File: config.mk
export PLATFORM = sky130hd
export DESIGN_NAME = csc_regs
export DESIGN_NICKNAME = d
export VERILOG_FILES = /design/src/common/csc_pkg.sv /design/src/hw/csc_regs.sv
export VERILOG_INCLUDE_DIRS = /design/src /design/src/common
export SDC_FILE = /design/constraint.sdc
export NUM_CORES = 1
export LEC_CHECK = 0
export ABC_CLOCK_PERIOD_IN_PS = 3000
export BUFFER_PORTS_ARGS = -buffer_cell sky130_fd_sc_hd__buf_4
export CORE_UTILIZATION = 60
export CTS_CLUSTER_DIAMETER = 120
export CTS_CLUSTER_SIZE = 40
export DETAILED_ROUTE_END_ITERATION = 6
export GPL_TIMING_DRIVEN = 0
export PLACE_DENSITY = 0.81
export SLEW_MARGIN = 40
export SYNTH_ARGS = -nofsm -noshare
export SYNTH_HDL_FRONTEND = slang
export SYNTH_SLANG_ARGS = --single-unit
File: constraint.sdc
create_clock -name CLK_I -period 3 [get_ports CLK_I]
set_input_delay 0 -clock CLK_I [delete_from_list [all_inputs] [get_ports CLK_I]]
set_output_delay 0 -clock CLK_I [all_outputs]
set_load 0.02 [all_outputs]
File: src/common/csc_params.svh
// Purpose: Offsets, field positions, reset values and timing constants
//          for the clock synthesizer configuration register bank.
// Assumes: Byte address is four times the register index.
// Notes:   Times are in microseconds; cycle counts derive from CSC_CLK_MHZ.
`ifndef CSC_PARAMS_SVH
`define CSC_PARAMS_SVH

// ==========================================================
// Register indices
`define CSC_IDX_BCNT 6'h0C
`define CSC_IDX_SPRD 6'h0D
`define CSC_IDX_FTAB 6'h0E
`define CSC_IDX_DIVL 6'h0F
`define CSC_IDX_DIVH 6'h10
`define CSC_IDX_OVR 6'h11
`define CSC_IDX_WDV 6'h12
`define CSC_IDX_WDC 6'h13
`define CSC_IDX_ISTAT 6'h14
`define CSC_IDX_IMASK 6'h15

// ==========================================================
// Reset values
`define CSC_RST_BCNT 8'h0D
`define CSC_RST_SPRD 8'h00
`define CSC_RST_FTAB 8'h01
`define CSC_RST_DIVL 8'h00
`define CSC_RST_DIVH 8'h00
`define CSC_RST_OVR 8'h00
`define CSC_RST_WDV 8'h06
`define CSC_RST_WDC 8'h00

// ==========================================================
// Field positions
`define CSC_FTAB_SRC 7
`define CSC_OVR_CPU 7
`define CSC_OVR_REF 6
`define CSC_WDV_BASE 7
`define CSC_WDC_EN 7
`define CSC_WDC_ALARM 6
`define CSC_INT_WDT 0
`define CSC_INT_FCHG 1

// ==========================================================
// Timing
`define CSC_CLK_MHZ 40
`define CSC_WDT_BASE0_US 293600
`define CSC_WDT_BASE1_US 1174000
`define CSC_STRAP_SETTLE 2'h2

`endif

File: src/common/csc_pkg.sv
// Purpose: Types shared by the clock synthesizer configuration bank.
// Assumes: Constants come from csc_params.svh.
// Notes:   The whole module state is one packed struct.
package csc_pkg;

    // ==========================================================
    // Watchdog states, Gray along idle-run-fired
    typedef enum logic [1:0] {
        WD_IDLE = 2'h0,
        WD_RUN = 2'h1,
        WD_FIRED = 2'h3
    } csc_wd_e;

    // ==========================================================
    // Module state
    typedef struct packed {
        logic tme_s1;
        logic tme_s2;
        logic [2:0] strap_s1;
        logic [2:0] strap_s2;
        logic [1:0] settle;
        logic strap_done;
        logic [2:0] strap_lat;
        logic [7:0] r_bcnt;
        logic [7:0] r_sprd;
        logic [7:0] r_ftab;
        logic [7:0] r_divl;
        logic [7:0] r_divh;
        logic [7:0] r_ovr;
        logic [7:0] r_wdv;
        logic [7:0] r_wdc;
        logic [1:0] istat;
        logic [1:0] imask;
        logic [4:0] freq_sel;
        csc_wd_e wd;
        logic [25:0] base_cnt;
        logic [4:0] tick_cnt;
        logic [7:0] rdata;
        logic irq;
    } csc_state_s;

endpackage

File: src/hw/csc_regs.sv
// Purpose: Configuration register bank of a system clock synthesizer.
// Assumes: One 40 MHz clock; straps and trusted-mode input are async pins.
// Notes:   Registers sit at byte address four times their index.
// Contract
// RULE1 - A six-bit block-read byte count sits in bits 5:0 and resets to thirteen.
// RULE2 - Firmware writes the byte count first when it wants more than thirteen bytes.
// RULE3 - The two-bit spread field picks 0.5, 0.4, 0.3 or 0.6 percent and resets to 00.
// RULE4 - Bit 7 of frequency control picks straps (0) or software select bits 6:2 (1).
// RULE5 - Trusted mode forces the source bit and both divider override enables to 0.
// RULE6 - Select bits 2:0 load from the latched straps at power up, bits 4:3 reset to 0.
// RULE7 - Reference divider is bits 5:0, feedback divider is bits 7:6 plus next register.
// RULE8 - Override bit 7 enables processor loop dividers, bit 6 the reference loop.
// RULE9 - Watchdog bit 7 selects a 293.6 ms or 1.174 s time base, resetting to 0.
// RULE10 - Alarm field 4:2 sets timeout to four times its value in time bases, 000 is zero.
// RULE11 - Firmware always writes zero to watchdog value bit 0.
// RULE12 - With enable set the watchdog starts on a frequency change; clearing stops it.
// RULE13 - Timeout sets a hard-alarm bit cleared by writing one; writing zero does nothing.
// RULE14 - Reserved bits store and read back what is written, from their power-up value; status and mask bits 7:2 keep no write and read zero.
`timescale 1ns/10ps
`include "csc_params.svh"
`default_nettype none

module csc_regs
    import csc_pkg::*;
#(
    parameter int BASE0_CYC = `CSC_WDT_BASE0_US * `CSC_CLK_MHZ,
    parameter int BASE1_CYC = `CSC_WDT_BASE1_US * `CSC_CLK_MHZ
) (
    input wire logic CLK_I,
    input wire logic RESETN_I,
    input wire logic [7:0] ADDR_I,
    input wire logic [7:0] WDATA_I,
    input wire logic WR_I,
    input wire logic RD_I,
    output logic [7:0] RDATA_O,
    input wire logic TRUSTED_MODE_INPUT_I,
    input wire logic FREQ_STRAP_HIGH_I,
    input wire logic FREQ_STRAP_MID_I,
    input wire logic FREQ_STRAP_LOW_I,
    output logic [5:0] BLOCK_COUNT_O,
    output logic [1:0] SPREAD_DEPTH_O,
    output logic [4:0] FREQ_SEL_O,
    output logic [5:0] CPU_REF_DIV_O,
    output logic [9:0] CPU_FB_DIV_O,
    output logic CPU_DIV_OVR_EN_O,
    output logic REF_DIV_OVR_EN_O,
    output logic WDT_ALARM_O,
    output logic IRQ_O
);

    // ==========================================================
    // Decode and derived terms
    csc_state_s s_reg;
    csc_state_s s_next;
    logic [5:0] idx;
    logic hit;
    logic wr_bcnt, wr_sprd, wr_ftab, wr_divl, wr_divh, wr_ovr, wr_wdv, wr_wdc;
    logic wr_istat, wr_imask;
    logic [4:0] freq_new;
    logic freq_chg;
    logic [4:0] limit;
    logic [25:0] base_lim;
    logic [1:0] ev;

    assign idx = ADDR_I[7:2];
    assign hit = (ADDR_I[1:0] == 2'h0);
    assign wr_bcnt = WR_I && hit && (idx == `CSC_IDX_BCNT);
    assign wr_sprd = WR_I && hit && (idx == `CSC_IDX_SPRD);
    assign wr_ftab = WR_I && hit && (idx == `CSC_IDX_FTAB);
    assign wr_divl = WR_I && hit && (idx == `CSC_IDX_DIVL);
    assign wr_divh = WR_I && hit && (idx == `CSC_IDX_DIVH);
    assign wr_ovr = WR_I && hit && (idx == `CSC_IDX_OVR);
    assign wr_wdv = WR_I && hit && (idx == `CSC_IDX_WDV);
    assign wr_wdc = WR_I && hit && (idx == `CSC_IDX_WDC);
    assign wr_istat = WR_I && hit && (idx == `CSC_IDX_ISTAT);
    assign wr_imask = WR_I && hit && (idx == `CSC_IDX_IMASK);

    // Source bit is already forced low in trusted mode
    assign freq_new = s_reg.r_ftab[`CSC_FTAB_SRC] ? s_reg.r_ftab[6:2] // see RULE4
                                                 : {2'h0, s_reg.strap_lat};
    assign freq_chg = s_reg.strap_done && (freq_new != s_reg.freq_sel);
    assign limit = {s_reg.r_wdv[4:2], 2'h0}; // see RULE10
    assign base_lim = s_reg.r_wdv[`CSC_WDV_BASE] ? BASE1_CYC[25:0] - 26'h1 // see RULE9
                                                : BASE0_CYC[25:0] - 26'h1;

    // ==========================================================
    // Next state
    always_comb begin
        s_next = s_reg;
        ev = 2'h0;
        s_next.tme_s1 = TRUSTED_MODE_INPUT_I;
        s_next.tme_s2 = s_reg.tme_s1;
        s_next.strap_s1 = {FREQ_STRAP_HIGH_I, FREQ_STRAP_MID_I, FREQ_STRAP_LOW_I};
        s_next.strap_s2 = s_reg.strap_s1;

        // Plain byte stores keep reserved bits as written
        if (wr_bcnt) begin
            s_next.r_bcnt = WDATA_I; // see RULE1 see RULE14
        end
        if (wr_sprd) begin
            s_next.r_sprd = WDATA_I; // see RULE3
        end
        if (wr_ftab) begin
            s_next.r_ftab = WDATA_I; // see RULE4
        end
        if (wr_divl) begin
            s_next.r_divl = WDATA_I; // see RULE7
        end
        if (wr_divh) begin
            s_next.r_divh = WDATA_I; // see RULE7
        end
        if (wr_ovr) begin
            s_next.r_ovr = WDATA_I; // see RULE8
        end
        if (wr_wdv) begin
            s_next.r_wdv = WDATA_I; // see RULE9
        end
        if (wr_wdc) begin
            s_next.r_wdc = WDATA_I;
            s_next.r_wdc[`CSC_WDC_ALARM] = s_reg.r_wdc[`CSC_WDC_ALARM]
                                           && !WDATA_I[`CSC_WDC_ALARM]; // see RULE13
        end
        if (wr_imask) begin
            s_next.imask = WDATA_I[1:0];
        end
        if (wr_istat) begin
            s_next.istat = s_reg.istat & ~WDATA_I[1:0];
        end

        if (s_reg.tme_s2) begin
            s_next.r_ftab[`CSC_FTAB_SRC] = 1'b0; // see RULE5
            s_next.r_ovr[`CSC_OVR_CPU] = 1'b0; // see RULE5
            s_next.r_ovr[`CSC_OVR_REF] = 1'b0; // see RULE5
        end

        // Wait for the synchroniser to fill before latching straps
        if (!s_reg.strap_done) begin
            if (s_reg.settle == `CSC_STRAP_SETTLE) begin
                s_next.strap_done = 1'b1;
                s_next.strap_lat = s_reg.strap_s2;
                s_next.r_ftab[4:2] = s_reg.strap_s2; // see RULE6
            end else begin
                s_next.settle = s_reg.settle + 2'h1;
            end
        end

        s_next.freq_sel = s_reg.strap_done ? freq_new : s_reg.freq_sel;
        if (freq_chg) begin
            ev[`CSC_INT_FCHG] = 1'b1;
        end

        unique case (s_reg.wd)
            WD_IDLE: begin
                s_next.base_cnt = 26'h0;
                s_next.tick_cnt = 5'h0;
                if (s_reg.r_wdc[`CSC_WDC_EN] && freq_chg) begin // see RULE12
                    s_next.wd = (limit == 5'h0) ? WD_FIRED : WD_RUN; // see RULE10
                end
            end
            WD_RUN: begin
                if (!s_reg.r_wdc[`CSC_WDC_EN]) begin
                    s_next.wd = WD_IDLE; // see RULE12
                end else if (s_reg.base_cnt >= base_lim) begin
                    s_next.base_cnt = 26'h0;
                    s_next.tick_cnt = s_reg.tick_cnt + 5'h1;
                    if (s_reg.tick_cnt + 5'h1 >= limit) begin
                        s_next.wd = WD_FIRED; // see RULE10
                    end
                end else begin
                    s_next.base_cnt = s_reg.base_cnt + 26'h1;
                end
            end
            WD_FIRED: begin
                s_next.wd = WD_IDLE;
                ev[`CSC_INT_WDT] = 1'b1;
                s_next.r_wdc[`CSC_WDC_ALARM] = 1'b1; // see RULE13
            end
            default: begin
                s_next.wd = WD_IDLE;
            end
        endcase

        // Set after clear so a same-cycle event survives
        s_next.istat = s_next.istat | ev;
        s_next.irq = |(s_next.istat & s_next.imask);

        s_next.rdata = 8'h00;
        if (RD_I && hit) begin
            unique case (idx)
                `CSC_IDX_BCNT: s_next.rdata = s_reg.r_bcnt;
                `CSC_IDX_SPRD: s_next.rdata = s_reg.r_sprd;
                `CSC_IDX_FTAB: s_next.rdata = s_reg.r_ftab;
                `CSC_IDX_DIVL: s_next.rdata = s_reg.r_divl;
                `CSC_IDX_DIVH: s_next.rdata = s_reg.r_divh;
                `CSC_IDX_OVR: s_next.rdata = s_reg.r_ovr;
                `CSC_IDX_WDV: s_next.rdata = s_reg.r_wdv;
                `CSC_IDX_WDC: s_next.rdata = s_reg.r_wdc;
                `CSC_IDX_ISTAT: s_next.rdata = {6'h00, s_reg.istat};
                `CSC_IDX_IMASK: s_next.rdata = {6'h00, s_reg.imask};
                default: s_next.rdata = 8'h00;
            endcase
        end
    end

    // ==========================================================
    // State register
    always_ff @(posedge CLK_I or negedge RESETN_I) begin
        if (!RESETN_I) begin
            s_reg <= '0;
            s_reg.r_bcnt <= `CSC_RST_BCNT; // see RULE1
            s_reg.r_sprd <= `CSC_RST_SPRD; // see RULE3
            s_reg.r_ftab <= `CSC_RST_FTAB; // see RULE14
            s_reg.r_divl <= `CSC_RST_DIVL;
            s_reg.r_divh <= `CSC_RST_DIVH;
            s_reg.r_ovr <= `CSC_RST_OVR;
            s_reg.r_wdv <= `CSC_RST_WDV; // see RULE10
            s_reg.r_wdc <= `CSC_RST_WDC;
            s_reg.wd <= WD_IDLE;
        end else begin
            s_reg <= s_next;
        end
    end

    assign RDATA_O = s_reg.rdata;
    assign BLOCK_COUNT_O = s_reg.r_bcnt[5:0];
    assign SPREAD_DEPTH_O = s_reg.r_sprd[1:0];
    assign FREQ_SEL_O = s_reg.freq_sel;
    assign CPU_REF_DIV_O = s_reg.r_divl[5:0];
    assign CPU_FB_DIV_O = {s_reg.r_divh, s_reg.r_divl[7:6]};
    assign CPU_DIV_OVR_EN_O = s_reg.r_ovr[`CSC_OVR_CPU];
    assign REF_DIV_OVR_EN_O = s_reg.r_ovr[`CSC_OVR_REF];
    assign WDT_ALARM_O = s_reg.r_wdc[`CSC_WDC_ALARM];
    assign IRQ_O = s_reg.irq;
endmodule // csc_regs

`default_nettype wire

# Word-level counts from Yosys, hierarchy flattened
# Index checks and enable logic that the tools add are counted.
op_classes:
  n_addsub: 3
  magnitude_cmp: 2
  eq_ne: 19
  muxes: 28
  bitwise: 6
  n_reduce_logical: 29
op_table:
  columns: ["cell", "count"]
  rows:
  - ["case mux 8 bit (10 select lines)", 1]
  - ["case mux 31 bit (2 select lines)", 1]
  - ["two-way mux 26 bit", 2]
  - ["equality test 6 x 5 -> 1 bit, second input constant", 6]
  - ["two-way mux 31 bit", 1]
  - ["adder 26 x 1 -> 26 bit, second input constant", 1]
  - [">= comparator 26 bit", 1]
  - ["equality test 6 x 4 -> 1 bit, second input constant", 4]
  - ["two-way mux 8 bit", 3]
  - ["two-way mux 2 bit", 8]
  - ["logical AND 1 bit", 15]
  - ["two-way mux 5 bit", 2]
  - ["two-way mux 4 bit", 2]
  - ["nonzero test 2 bit", 4]
  - ["two-way mux 7 bit", 1]
  - ["two-way mux 3 bit", 2]
  - ["!= test 2 bit, second input constant", 3]
  - ["!= test 3 bit, second input constant", 2]
  - ["AND reduction 2 bit", 3]
  - ["AND reduction 3 bit", 2]
  - ["adder 5 x 1 -> 5 bit, second input constant", 1]
  - [">= comparator 5 bit", 1]
  - ["zero test 5 bit", 1]
  - ["!= test 5 bit", 1]
  - ["other kinds (12)", 19]
word_totals:
  regBits: 129
  in_bits: 24
  output_inout_bits: 41
  elab_cells: 114

# Depth between registers and ports, before layout
# Gate-level depths: netlist of run 1.
depth:
  depth_word: 7
  mapped_depth: 11
  depth_no_buf: 9

# Least setup slack after synthesis of run 1
# Ideal clock, no wire load.
synth_timing:
  path_type: "reg2reg"
  startpoint: "register s_reg[66] (netlist name)"
  endpoint: "register s_reg[18] (netlist name)"
  setup_ns: 0.082
  arrival_time_ns: 2.574
  required_ns: 2.918
  setup_slack_ns: 0.344
  path_stages_with_launch: 11
  path_buffers: 2
  period_less_slack_ns: 2.656
  cell_sequence: "dfrtp_1 > inv_1 > ha_1 > a21oi_1 > nor3_1 > or4_4 > or2_1 > buf_6 > buf_6 > or3_1 > a31oi_1"
synth_between:
  elab_chain_len: 5
synth_rtl:
  columns: ["item", "line", "text"]
  rows:
  - ["from (decl)", "csc_regs.sv:53", "csc_state_s s_reg;"]
  - ["from (signal assigned)", "csc_regs.sv:220", "s_reg <= s_next;"]
  - ["two-way mux 26 bit", "csc_regs.sv:83", "assign base_lim = s_reg.r_wdv[`CSC_WDV_BASE] ? BASE1_CYC[25:0] - 26'h1"]
  - [">= comparator 26 bit", "csc_regs.sv:163", "end else if (s_reg.base_cnt >= base_lim) begin"]
  - ["two-way mux 26 bit", "csc_regs.sv:163", null]
  - ["two-way mux 31 bit", "csc_regs.sv:161", "if (!s_reg.r_wdc[`CSC_WDC_EN]) begin"]
  - ["case mux 31 bit (2 select lines)", "csc_regs.sv:152", "unique case (s_reg.wd)"]
# Every way passes these cells. The select of a mux whose other input is x is not followed.
# A chain may end at the register's enable or synchronous reset.

# Worst setup path in the final report of run 1
# Ends and elaborated chain as after synthesis.

==> flow_summary.html, run 1 <==
<table>
<tr><th>Metric</th><th>Value</th></tr>
<tr><th colspan="2">Setup path</th></tr>
<tr><td>Setup slack on the worst flop-to-flop path</td><td>~0.069 ns</td></tr>
<tr><td>Capture point of the worst reg-to-reg path</td><td>s_reg[18]</td></tr>
<tr><td>Critical register-to-register path startpoint</td><td>s_reg[66]</td></tr>
<tr><td>Critical path destination</td><td>s_reg[18]</td></tr>
<tr><td>Crit-path max FO</td><td>10</td></tr>
<tr><td>Logic depth of the worst register-to-register path</td><td>9</td></tr>
<tr><td>Element type at the critical path start</td><td>flip-flop</td></tr>
<tr><td>Required time of the worst setup path</td><td>3.46 ns</td></tr>
<tr><td>Category of the most critical setup path</td><td>flip-flop to flip-flop</td></tr>
<tr><td>Capturing element type of the critical path</td><td>flip-flop</td></tr>
<tr><td>Critical path data arrival time</td><td>approximately 3.4 ns</td></tr>
<tr><td>Start point of the critical path</td><td>s_reg[66]</td></tr>
<tr><th colspan="2">Pwr</th></tr>
<tr><td>Peak supply drop</td><td>~0.00043 V</td></tr>
<tr><td>Cell area power density</td><td>591.2 nW/um^2</td></tr>
<tr><td>LEAKAGE</td><td>around 3.9 nW</td></tr>
<tr><th colspan="2">Final layout</th></tr>
<tr><td>Area growth from synthesis to layout</td><td>22.78%</td></tr>
<tr><td>Fill cell total of the finished layout</td><td>around 710</td></tr>
<tr><td>Proportion of layout cells with a drive suffix above 1</td><td>about 33%</td></tr>
<tr><td>Nets</td><td>about 770</td></tr>
<tr><td>Number of flip-flops in the largest register</td><td>81</td></tr>
<tr><td>Sequential Area</td><td>between 3000 and 4000 um^2</td></tr>
<tr><td>Area occupied by multi-input gates</td><td>between 3000 and 4000 um^2</td></tr>
<tr><td>Antenna diode instance count</td><td>0</td></tr>
<tr><th colspan="2">Clock network</th></tr>
<tr><td>CTS tree</td><td>yes</td></tr>
<tr><td>TritonCTS Sinks</td><td>129</td></tr>
<tr><td>Depth of the CTS H-tree</td><td>4</td></tr>
<tr><td>TritonCTS buffer count</td><td>17</td></tr>
<tr><td>Cell at the root of the clock tree</td><td>clkbuf_8</td></tr>
<tr><td>Clock-pin slew on the worst setup and hold paths</td><td>0.06 ns</td></tr>
<tr><td>Number of buffers on the longest clock path</td><td>2</td></tr>
<tr><td>Clock latency on the worst-skew pair</td><td>between 0.5 and 0.6 ns</td></tr>
<tr><th colspan="2">Status</th></tr>
<tr><td>Status</td><td>finished with violations</td></tr>
<tr><td>Violated checks</td><td>negative hold slack</td></tr>
<tr><th colspan="2">Drt</th></tr>
<tr><td>Routed via count divided by cell count</td><td>6.073</td></tr>
<tr><td>Via count</td><td>between 5,000 and 6,000</td></tr>
<tr><td>Average wire per cell in the routed design</td><td>18.85 um</td></tr>
<tr><td>Detailed Routing Iterations Pass 1</td><td>5</td></tr>
<tr><td>Routed wire length</td><td>16.45 mm</td></tr>
<tr><td>Final antenna-violating net count</td><td>0</td></tr>
<tr><td>Starting DRT DRC Count</td><td>just under 400</td></tr>
<tr><td>Residual DRC</td><td>0</td></tr>
<tr><th colspan="2">Logic synthesis</th></tr>
<tr><td>Syn_nets</td><td>between 600 and 700</td></tr>
<tr><td>Number of storage elements in the synthesis netlist</td><td>~130</td></tr>
<tr><td>Primary FF master, synth</td><td>dfrtp_1</td></tr>
<tr><td>Sequential share of the synthesized area</td><td>around half</td></tr>
<tr><td>Leading post-synthesis cells by instance count</td><td>dfrtp_1 (123), nand2_1 (66), mux2_2 (63), nor2_1 (42), buf_4 (38)</td></tr>
<tr><td>Cell types occupying the most area after synthesis</td><td>dfrtp_1 (46%), mux2_2 (11%), ha_1 (4.3%)</td></tr>
<tr><td>Average footprint of a synthesized cell</td><td>approximately 11 um^2</td></tr>
<tr><td>Number of different library cells in the post-synthesis netlist</td><td>53</td></tr>
<tr><td>Dominant cell by count in the synthesized netlist</td><td>dfrtp_1</td></tr>
<tr><td>Synth Warn #</td><td>0</td></tr>
<tr><td>Number of standard cells after synthesis</td><td>~600</td></tr>
<tr><td>Share of synthesized flip-flops with an asynchronous set or reset</td><td>100.0%</td></tr>
<tr><td>Synthesized cell area</td><td>between 6000 and 7000 um^2</td></tr>
<tr><td>Top cell type by total area after synthesis</td><td>dfrtp_1</td></tr>
<tr><td>Synth top area share</td><td>a little under half</td></tr>
<tr><td>Post-synth EDFFs</td><td>0</td></tr>
<tr><th colspan="2">Timing</th></tr>
<tr><td>Hold violation count in the final report</td><td>1</td></tr>
<tr><td>Worst clock skew</td><td>0.009267 ns</td></tr>
<tr><td>Achievable clock frequency</td><td>341.2 MHz</td></tr>
<tr><td>Max Slew Vio Count</td><td>0</td></tr>
<tr><td>Transition time at the pin with the least slew margin</td><td>0.8456 ns</td></tr>
<tr><td>Total Neg Setup Slack</td><td>0 ns</td></tr>
<tr><td>Shortest period the worst path allows</td><td>2.931 ns</td></tr>
<tr><td>Final Hold Slack</td><td>-0.01541 ns</td></tr>
<tr><td>Final period utilization</td><td>between 90% and 100%</td></tr>
<tr><td>Setup violation total in the final timing report</td><td>0</td></tr>
<tr><td>Fin worst setup slack</td><td>about 0.069 ns</td></tr>
<tr><td>Remaining max-slew budget at the tightest pin</td><td>a little over two fifths</td></tr>
<tr><td>Unrepaired setup endpoints after global routing</td><td>yes</td></tr>
<tr><th colspan="2">Placement</th></tr>
<tr><td>Place WS</td><td>-0.2374 ns</td></tr>
<tr><td>RD Place Congestion</td><td>about 0.89</td></tr>
<tr><td>Count of buffers inserted at the top-level ports</td><td>61</td></tr>
<tr><td>Post-DP HPWL</td><td>10.76 mm</td></tr>
<tr><th colspan="2">Floorplanning</th></tr>
<tr><td>FP Rows</td><td>38</td></tr>
<tr><td>Initial core utilization</td><td>between 60% and 70%</td></tr>
<tr><td>Die boundary width</td><td>between 100 and 150 um</td></tr>
<tr><td>Die ar.</td><td>about 12,000 um^2</td></tr>
<tr><td>Die span in y</td><td>107.8 um</td></tr>
<tr><td>I/O pin count</td><td>65</td></tr>
<tr><td>Total core area</td><td>10,890 um^2</td></tr>
<tr><th colspan="2">Global route</th></tr>
<tr><td>Number of antenna violations at the first check in global routing</td><td>0</td></tr>
<tr><td>Overall Global Routing Usage</td><td>31.03%</td></tr>
<tr><td>Vias in the first global route</td><td>approximately 5,300</td></tr>
<tr><td>Largest net degree at the start of global routing</td><td>between 70 and 80</td></tr>
<tr><td>First-pass GRT wire length</td><td>~27 mm</td></tr>
<tr><td>Total grt overflow</td><td>0</td></tr>
<tr><th colspan="2">Min path</th></tr>
<tr><td>Type of the worst min-delay path</td><td>input pin to flip-flop</td></tr>
<tr><th colspan="2">Flow run</th></tr>
<tr><td>Max capacitance violation total</td><td>0</td></tr>
</table>
-- routing by layer --
| layer | up-vias | global-route usage, % | routed length, um |
|---|---|---|---|
| met2 | 198 | 50.69 | 8217 |
| met4 | 0 | 12.82 | 465 |
| met3 | 42 | 7.264 | 1052 |
| met5 | - | 0 | 0 |
| li1 | 2401 | - | - |
| met1 | 2661 | 39.75 | 6718 |
-- placed cells by master (no fill, tap or decap), drive strengths merged, types with 4 or more instances in the layout --
cell type	count
a21o	5
a21oi	29
a22o	5
a22oi	9
a31oi	11
and3	8
buf	114
clkbuf	35
clkinv	4
clkinvlp	4
dfrtp	123
dfstp	6
dlygate4sd3	16
ha	23
inv	13
mux2	63
mux2i	12
mux4	12
nand2	66
nand3	32
nand4	4
nor2	43
nor3	15
nor4	4
o211ai	4
o21ai	23
or3	6
or4	4
xnor2	8
-- power breakdown --
part	switching [mW]	total (mW)	internal, mW
clock	0.757	2.02	1.26
combinational	0.574	0.943	0.369
sequential	0.0807	1.92	1.84
-- worst min path at each step --
| stage | from | to | slack, ns | cells past startpoint |
|---|---|---|---|---|
| after floorplan | RESETN_I | BLOCK_COUNT_O[1] | -0.30 | 0 |
| after global placement | FREQ_STRAP_HIGH_I | s_next[123] | 0.11 | 1 |
| after detailed placement | RESETN_I | RDATA_O[6] | -0.05 | 1 |
| after CTS | WDATA_I[0] | s_reg[49] | 0.002 | 3 |
| after global routing | RESETN_I | BLOCK_COUNT_O[3] | 0.02 | 2 |
| final | WDATA_I[0] | s_reg[49] | -0.02 | 3 |
-- critical path: stages, from the launching register on --
cell        delay, ns
dfrtp_2          0.43
clkinvlp_4       0.23
buf_4            0.20
ha_1             0.29
a211o_1          0.29
o21ai_0          0.35
a31oi_4          0.23
clkbuf_2         0.27
or3_1            0.39
a31oi_1          0.17
-- cells by family (layout without fill, tap and decap cells) --
logic type	after synthesis	count (layout)	share of synthesized area [%]
AND/OR/NAND/NOR	198	198	14.26
flip-flops	129	129	48.14
AO/OA/AOI/OAI	100	100	9.475
multiplexers	87	87	16.36
buffers and inverters	72	188	6.441
adder cells (fa/ha/maj)	23	23	4.282
XOR/XNOR	8	8	1.042
-- metrics by stage --
step,utilization (%),std cells,cell area [um^2],hold slack [ns],power (mW)
after CTS,75.27,867,8195,0.002409,4.860
after floorplan,-,617,6721,-0.2956,2.509
after global routing,75.80,873,8253,0.01970,5.064
after global placement,67.55,818,7355,0.1096,2.777
final,75.80,873,8253,-0.01541,4.879
after detailed placement,68.13,819,7418,-0.05217,2.827
-- cell type report --
class | instances | share of cell area [%]
plain buffers | 58 | 4.685
clock inverters | 9 | 1.289
inverters | 14 | 0.6822
repair buffers | 85 | 8.793
multi-input cells | 416 | 37.48
clock buffers | 22 | 5.731
flip-flops and latches | 129 | 39.22
well taps | 140 | 2.122
-- timing repair --
item,in CTS,in global routing
endpoints found under the setup margin,29,24
pin swaps,0,1
endpoints found under the hold margin,182,0
hold buffers,17,0
resized for setup,2,6
buffers inserted,0,6
Power figures use the tool's default switching activity.
==> run 2: changes to the inputs <==
- PLACE_DENSITY: 0.81 -> 0.85
==> run 2 against run 1 <==
The flow still finishes with violations (negative hold slack). Clock-buffer cell count fell by 1. Worst hold slack barely moved. Non-clock buffer count rose by 2. Maximum frequency barely moved. Power fell by 3.8%. Combinational power rose by 4.9%. First-iteration DRC count rose by 26%. Register-to-register slack barely moved. Largest power group is now sequential cells.
==> flow_summary.html, run 2 (synthesis results as in run 1) <==
<table>
<tr><th>Metric</th><th>Value</th></tr>
<tr><th colspan="2">Setup path</th></tr>
<tr><td>Number of buffer and inverter stages on the critical path</td><td>3</td></tr>
<tr><td>Critical Path Max Stage Delay</td><td>roughly 0.54 ns</td></tr>
<tr><td>Capturing element type of the critical path</td><td>flip-flop</td></tr>
<tr><td>Critical path data arrival time</td><td>around 3.4 ns</td></tr>
<tr><td>Capture point of the worst reg-to-reg path</td><td>s_reg[18]</td></tr>
<tr><td>Cell at the slowest stage of the critical path</td><td>or4_4</td></tr>
<tr><td>Logic depth of the worst register-to-register path</td><td>10</td></tr>
<tr><td>Cell class contributing the biggest share of worst-path delay</td><td>simple AND/OR/NAND/NOR gates</td></tr>
<tr><td>Start point of the critical path</td><td>s_reg[66]</td></tr>
<tr><td>Category of the most critical setup path</td><td>flip-flop to flip-flop</td></tr>
<tr><td>Critical register-to-register path startpoint</td><td>s_reg[66]</td></tr>
<tr><td>Setup slack on the worst flop-to-flop path</td><td>around 0.068 ns</td></tr>
<tr><td>Critical path cell sequence</td><td>clkinvlp_4 &gt; ha_1 &gt; nand4b_2 &gt; nor3_1 &gt; or4_4 &gt; or2_1 &gt; buf_6 &gt; buf_6 &gt; or3_1 &gt; a31oi_2</td></tr>
<tr><td>Crit path top cell by count</td><td>buf_6</td></tr>
<tr><td>Element type at the critical path start</td><td>flip-flop</td></tr>
<tr><td>Crit-path max FO</td><td>10</td></tr>
<tr><td>Required time of the worst setup path</td><td>3.43 ns</td></tr>
<tr><th colspan="2">Final layout</th></tr>
<tr><td>Summed area of non-filler cells in the final layout</td><td>8194 um^2</td></tr>
<tr><td>Sequential Area</td><td>3237 um^2</td></tr>
<tr><td>Commonest non-fill, non-tap cells in the layout</td><td>dfrtp_1 (122), buf_4 (105), nand2_1 (66), mux2_2 (63), nor2_1 (42)</td></tr>
<tr><td>Proportion of layout cells with a drive suffix above 1</td><td>between 30 and 40%</td></tr>
<tr><td>Final design utilization</td><td>about three quarters</td></tr>
<tr><td>Most common cell after layout, fill and taps aside</td><td>dfrtp_1</td></tr>
<tr><td>Area occupied by multi-input gates</td><td>slightly above 3000 um^2</td></tr>
<tr><td>Number of flip-flops in the largest register</td><td>slightly above 80</td></tr>
<tr><td>Area growth from synthesis to layout</td><td>21.91%</td></tr>
<tr><td>Non-Filler Instances</td><td>roughly 880</td></tr>
<tr><td>Fill cell total of the finished layout</td><td>approximately 700</td></tr>
<tr><td>Nets</td><td>770</td></tr>
<tr><td>Antenna diode instance count</td><td>0</td></tr>
<tr><th colspan="2">Placement</th></tr>
<tr><td>Post-DP HPWL</td><td>between 10 and 15 mm</td></tr>
<tr><td>RD Place Congestion</td><td>about 0.93</td></tr>
<tr><td>Number of instances in the placed design</td><td>between 800 and 900</td></tr>
<tr><td>DP Area</td><td>between 7000 and 8000 um^2</td></tr>
<tr><td>Count of buffers inserted at the top-level ports</td><td>61</td></tr>
<tr><th colspan="2">Clock network</th></tr>
<tr><td>Depth of the CTS H-tree</td><td>4</td></tr>
<tr><td>TritonCTS Sinks</td><td>129</td></tr>
<tr><td>Number of buffers on the longest clock path</td><td>2</td></tr>
<tr><td>TritonCTS buffer count</td><td>17</td></tr>
<tr><td>CTS tree</td><td>yes</td></tr>
<tr><td>Cell at the root of the clock tree</td><td>clkbuf_8</td></tr>
<tr><td>Clock-pin slew on the worst setup and hold paths</td><td>roughly 0.06 ns</td></tr>
<tr><td>Clock latency on the worst-skew pair</td><td>around 0.52 ns</td></tr>
<tr><th colspan="2">Floorplanning</th></tr>
<tr><td>Die ar.</td><td>around 12,000 um^2</td></tr>
<tr><td>Die boundary width</td><td>around 110 um</td></tr>
<tr><td>Die span in y</td><td>107.8 um</td></tr>
<tr><td>I/O pin count</td><td>65</td></tr>
<tr><td>FP Rows</td><td>38</td></tr>
<tr><td>Initial core utilization</td><td>61.73%</td></tr>
<tr><td>Total core area</td><td>roughly 11,000 um^2</td></tr>
<tr><th colspan="2">Timing</th></tr>
<tr><td>Hold violation count in the final report</td><td>9</td></tr>
<tr><td>Transition time at the pin with the least slew margin</td><td>0.8788 ns</td></tr>
<tr><td>Achievable clock frequency</td><td>between 300 and 400 MHz</td></tr>
<tr><td>Max Slew Vio Count</td><td>0</td></tr>
<tr><td>Remaining max-slew budget at the tightest pin</td><td>approximately 41%</td></tr>
<tr><td>Final Hold Slack</td><td>-0.01534 ns</td></tr>
<tr><td>Final period utilization</td><td>between 90% and 100%</td></tr>
<tr><td>Shortest period the worst path allows</td><td>just under 3 ns</td></tr>
<tr><td>Worst clock skew</td><td>roughly 0.006 ns</td></tr>
<tr><td>Setup violation total in the final timing report</td><td>0</td></tr>
<tr><th colspan="2">Global route</th></tr>
<tr><td>Overall Global Routing Usage</td><td>30.45%</td></tr>
<tr><td>Total grt overflow</td><td>0</td></tr>
<tr><td>First-pass GRT wire length</td><td>roughly 26 mm</td></tr>
<tr><td>Largest net degree at the start of global routing</td><td>74</td></tr>
<tr><td>Number of antenna violations at the first check in global routing</td><td>0</td></tr>
<tr><td>Vias in the first global route</td><td>5,268</td></tr>
<tr><th colspan="2">Drt</th></tr>
<tr><td>Average wire per cell in the routed design</td><td>~19 um</td></tr>
<tr><td>Final antenna-violating net count</td><td>0</td></tr>
<tr><td>Routed wire length</td><td>~17 mm</td></tr>
<tr><td>Detailed Routing Iterations Pass 1</td><td>5</td></tr>
<tr><td>Via count</td><td>5,375</td></tr>
<tr><td>Residual DRC</td><td>0</td></tr>
<tr><td>Starting DRT DRC Count</td><td>500</td></tr>
<tr><td>Routed via count divided by cell count</td><td>6.143</td></tr>
<tr><th colspan="2">Flow run</th></tr>
<tr><td>Max capacitance violation total</td><td>0</td></tr>
<tr><th colspan="2">Pwr</th></tr>
<tr><td>Cell area power density</td><td>roughly 570 nW/um^2</td></tr>
<tr><td>LEAKAGE</td><td>between 3 and 4 nW</td></tr>
<tr><td>Peak supply drop</td><td>0.0003316 V</td></tr>
<tr><th colspan="2">Min path</th></tr>
<tr><td>Type of the worst min-delay path</td><td>input pin to asynchronous set/reset pin</td></tr>
<tr><th colspan="2">Status</th></tr>
<tr><td>Status</td><td>finished with violations</td></tr>
<tr><td>Violated checks</td><td>negative hold slack</td></tr>
</table>
==> run 2: changes by cell type in the layout (fill, tap and decap cells not counted), sizes merged <==
cell	change
clkinv	+3
bufinv	-2
dlygate4sd3	+2
clkbuf	-1
==> run 2: through the flow <==
step                      worst slack [ns]  total power, mW  hold WS [ns]  TNS [ns]
after floorplan                     0.3440            2.509       -0.2956         0
after global placement             -0.1600            2.778        0.1095    -1.608
after detailed placement           -0.2641            2.824      -0.04544    -3.122
after CTS                          0.01938            4.610      0.001376         0
after global routing              -0.02750            4.864      0.009003  -0.05058
final                              0.06756            4.693      -0.01534         0
==> run 2: how the worst max path moves through the flow <==
| stage | endpoint | slack, ns | depth (start not counted) |
|---|---|---|---|
| floorplan | s_reg[18] | 0.34 | 10 |
| global placement | s_reg[11] | -0.16 | 9 |
| detailed placement | s_reg[12] | -0.26 | 9 |
| CTS | s_reg[29] | 0.02 | 11 |
| global route | s_reg[37] | -0.03 | 11 |
| finish | s_reg[18] | 0.07 | 10 |
==> run 2: layout make-up <==
class	count	share of cell area, %
multi-input combinational	416	37.91
clock buffer	21	5.360
clock inverter	10	0.7940
sequential	129	39.50
inverter	14	0.6871
tap	140	2.138
timing repair buffer	87	8.856
buffer	58	4.749
==> run 2: repair_timing <==
action / 4_1_cts / 5_1_grt
hold endpoints to repair: 185 / 0
gates resized for setup: 2 / 7
pin swaps: 0 / 3
setup buffers: 0 / 7
endpoints found under the setup margin: 30 / 23
hold buffers: 18 / 0
==> run 2: metal layers <==
layer,GRT usage [%],wire (um),up-vias
met5,0,0,-
met4,12.92,449,0
met3,6.416,1138,45
met2,48.40,8242,280
met1,40.53,6867,2645
li1,-,-,2405
==> run 2: power by group <==
part	internal, mW	switching, mW
clock network	1.02	0.758
registers	1.84	0.0860
logic	0.399	0.590
==> run 3: changes to the inputs <==
- BUFFER_PORTS_ARGS: -buffer_cell sky130_fd_sc_hd__buf_4 -> -buffer_cell sky130_fd_sc_hd__buf_2
==> run 3 against run 2 <==
The flow now finishes without violations. First-iteration DRC count fell by 0.40%. Worst setup slack improved by 0.066 ns. Final cell count rose by 0.11%.
==> flow_summary.html, run 3 (synthesis results as in run 1) <==
<table>
<tr><th>Metric</th><th>Value</th></tr>
<tr><th colspan="2">Global route</th></tr>
<tr><td>Number of antenna violations at the first check in global routing</td><td>0</td></tr>
<tr><td>Overall Global Routing Usage</td><td>30.23%</td></tr>
<tr><td>Vias in the first global route</td><td>around 5,300</td></tr>
<tr><td>Largest net degree at the start of global routing</td><td>between 70 and 80</td></tr>
<tr><td>Total grt overflow</td><td>0</td></tr>
<tr><td>First-pass GRT wire length</td><td>26.17 mm</td></tr>
<tr><th colspan="2">Floorplanning</th></tr>
<tr><td>Die boundary width</td><td>around 110 um</td></tr>
<tr><td>Die span in y</td><td>107.8 um</td></tr>
<tr><td>Die ar.</td><td>11,630 um^2</td></tr>
<tr><td>I/O pin count</td><td>65</td></tr>
<tr><td>Total core area</td><td>between 10,000 and 15,000 um^2</td></tr>
<tr><td>Initial core utilization</td><td>61.73%</td></tr>
<tr><td>FP Rows</td><td>38</td></tr>
<tr><th colspan="2">Timing</th></tr>
<tr><td>Final Hold Slack</td><td>0.02123 ns</td></tr>
<tr><td>Setup violation total in the final timing report</td><td>0</td></tr>
<tr><td>Hold violation count in the final report</td><td>0</td></tr>
<tr><td>Max Slew Vio Count</td><td>0</td></tr>
<tr><td>Transition time at the pin with the least slew margin</td><td>0.7783 ns</td></tr>
<tr><td>Shortest period the worst path allows</td><td>2.866 ns</td></tr>
<tr><td>Achievable clock frequency</td><td>348.9 MHz</td></tr>
<tr><td>Worst clock skew</td><td>0.01026 ns</td></tr>
<tr><td>Unrepaired setup endpoints after global routing</td><td>no</td></tr>
<tr><td>Final period utilization</td><td>a little over nine tenths</td></tr>
<tr><td>Remaining max-slew budget at the tightest pin</td><td>approximately 48%</td></tr>
<tr><th colspan="2">Placement</th></tr>
<tr><td>Count of buffers inserted at the top-level ports</td><td>roughly 60</td></tr>
<tr><td>RD Place Congestion</td><td>between 0.9 and 1</td></tr>
<tr><td>Post-DP HPWL</td><td>~11 mm</td></tr>
<tr><td>DP Area</td><td>~7300 um^2</td></tr>
<tr><th colspan="2">Clock network</th></tr>
<tr><td>Clock-pin slew on the worst setup and hold paths</td><td>0.06 ns</td></tr>
<tr><td>TritonCTS buffer count</td><td>17</td></tr>
<tr><td>CTS tree</td><td>yes</td></tr>
<tr><td>Clock latency on the worst-skew pair</td><td>between 0.5 and 0.6 ns</td></tr>
<tr><td>Number of buffers on the longest clock path</td><td>2</td></tr>
<tr><td>TritonCTS Sinks</td><td>129</td></tr>
<tr><td>Depth of the CTS H-tree</td><td>4</td></tr>
<tr><td>Cell at the root of the clock tree</td><td>clkbuf_8</td></tr>
<tr><th colspan="2">Setup path</th></tr>
<tr><td>Category of the most critical setup path</td><td>flip-flop to flip-flop</td></tr>
<tr><td>Crit-path max FO</td><td>8</td></tr>
<tr><td>Element type at the critical path start</td><td>flip-flop</td></tr>
<tr><td>Required time of the worst setup path</td><td>approximately 3.5 ns</td></tr>
<tr><td>Critical path data arrival time</td><td>approximately 3.3 ns</td></tr>
<tr><td>Capturing element type of the critical path</td><td>flip-flop</td></tr>
<tr><th colspan="2">Final layout</th></tr>
<tr><td>Summed area of non-filler cells in the final layout</td><td>8128 um^2</td></tr>
<tr><td>Antenna diode instance count</td><td>0</td></tr>
<tr><td>Nets</td><td>770</td></tr>
<tr><td>Area growth from synthesis to layout</td><td>20.92%</td></tr>
<tr><td>Fill cell total of the finished layout</td><td>about 700</td></tr>
<tr><td>Commonest non-fill, non-tap cells in the layout</td><td>dfrtp_1 (122), nand2_1 (66), mux2_2 (63), buf_2 (63), buf_4 (45)</td></tr>
<tr><td>Most common cell after layout, fill and taps aside</td><td>dfrtp_1</td></tr>
<tr><td>Proportion of layout cells with a drive suffix above 1</td><td>between 30% and 40%</td></tr>
<tr><td>Number of flip-flops in the largest register</td><td>81</td></tr>
<tr><th colspan="2">Drt</th></tr>
<tr><td>Residual DRC</td><td>0</td></tr>
<tr><td>Via count</td><td>between 5,000 and 6,000</td></tr>
<tr><td>Routed via count divided by cell count</td><td>~6.2</td></tr>
<tr><td>Starting DRT DRC Count</td><td>about 500</td></tr>
<tr><td>Final antenna-violating net count</td><td>0</td></tr>
<tr><td>Routed wire length</td><td>roughly 16 mm</td></tr>
<tr><td>Detailed Routing Iterations Pass 1</td><td>5</td></tr>
<tr><td>Average wire per cell in the routed design</td><td>roughly 19 um</td></tr>
<tr><th colspan="2">Flow run</th></tr>
<tr><td>Max capacitance violation total</td><td>0</td></tr>
<tr><th colspan="2">Status</th></tr>
<tr><td>Status</td><td>finished, final reports clean</td></tr>
<tr><th colspan="2">Pwr</th></tr>
<tr><td>LEAKAGE</td><td>3.873 nW</td></tr>
<tr><td>Peak supply drop</td><td>approximately 0.00033 V</td></tr>
<tr><td>Cell area power density</td><td>between 600 and 700 nW/um^2</td></tr>
<tr><th colspan="2">Min path</th></tr>
<tr><td>Type of the worst min-delay path</td><td>input pin to asynchronous set/reset pin</td></tr>
</table>
run 3: cell types whose count changed in the layout (fill, tap and decap cells not counted), sizes merged:
cell,previous run,this run
bufinv,0,3
clkbuf,34,32
clkinv,7,3
clkinvlp,4,7
inv,13,14
run 3: worst paths after layout:
path	startpoint	endpoint	slack (ns)	cells past startpoint
hold / removal	RESETN_I	CPU_FB_DIV_O[7]	0.02	2
setup reg to reg	s_reg[66]	s_reg[12]	0.13	10
max in group asynchronous	RESETN_I	limit[2]	2.27	3
min in group CLK_I	ADDR_I[5]	s_reg[50]	0.05	6
hold reg to reg	s_next[123]	s_reg[123]	0.35	0
setup / recovery	s_reg[66]	s_reg[12]	0.13	10
run 3: metrics by stage:
stage	worst slack, ns	setup TNS [ns]	std cells	total power, mW	utilization [%]
2_1_floorplan	0.3440	0	617	2.509	-
3_3_place_gp	-0.1731	-1.939	818	2.754	66.15
3_5_place_dp	-0.3098	-4.305	819	2.805	66.69
4_1_cts	0.1146	0	871	4.908	74.12
5_1_grt	0.03094	0	876	5.112	74.65
6_report	0.1339	0	876	4.945	74.65
run 3: repair_timing:
action	in CTS	in global routing
pin swaps	1	1
endpoints found under the hold margin	187	0
cloned	0	0
endpoints found under the setup margin	32	13
setup buffers	2	5
hold buffers	18	0
gates resized for setup	3	4
run 3: worst max-delay path: stages (launching register included):
cell	delay, ns
dfrtp_2	0.43
clkinvlp_4	0.18
buf_4	0.19
ha_1	0.26
nand3_1	0.09
nor4_1	0.28
o21ai_0	0.20
a31oi_4	0.29
o21ai_1	0.25
or4_1	0.54
nand3_1	0.10
run 3: layout make-up:
class                      instances  area [um^2]  share of cell area (%)
buffer                            58        384.1                   4.726
multi-input combinational        416         3099                   38.13
inverter                          14        56.30                  0.6927
timing repair buffer              87        575.6                   7.081
clock inverter                    13        158.9                   1.955
tap                              140        175.2                   2.155
clock buffer                      19        441.7                   5.434
sequential                       129         3237                   39.82
run 3: layer usage:
metal | routed length (um) | vias up | share of wire (%) | global-route usage [%]
met5 | 0 | - | 0 | 0
met4 | 480 | 0 | 2.9 | 13.60
li1 | - | 2413 | - | -
met1 | 6794 | 2671 | 41 | 39.35
met2 | 8006 | 265 | 49 | 47.80
met3 | 1200 | 47 | 7.3 | 7.567
run 3: where the power goes:
part / internal [mW] / switching, mW / total, mW
sequential: 1.84 / 0.0804 / 1.92
combinational: 0.344 / 0.580 / 0.924
clock: 1.31 / 0.799 / 2.11
total: 3.49 / 1.46 / 4.95
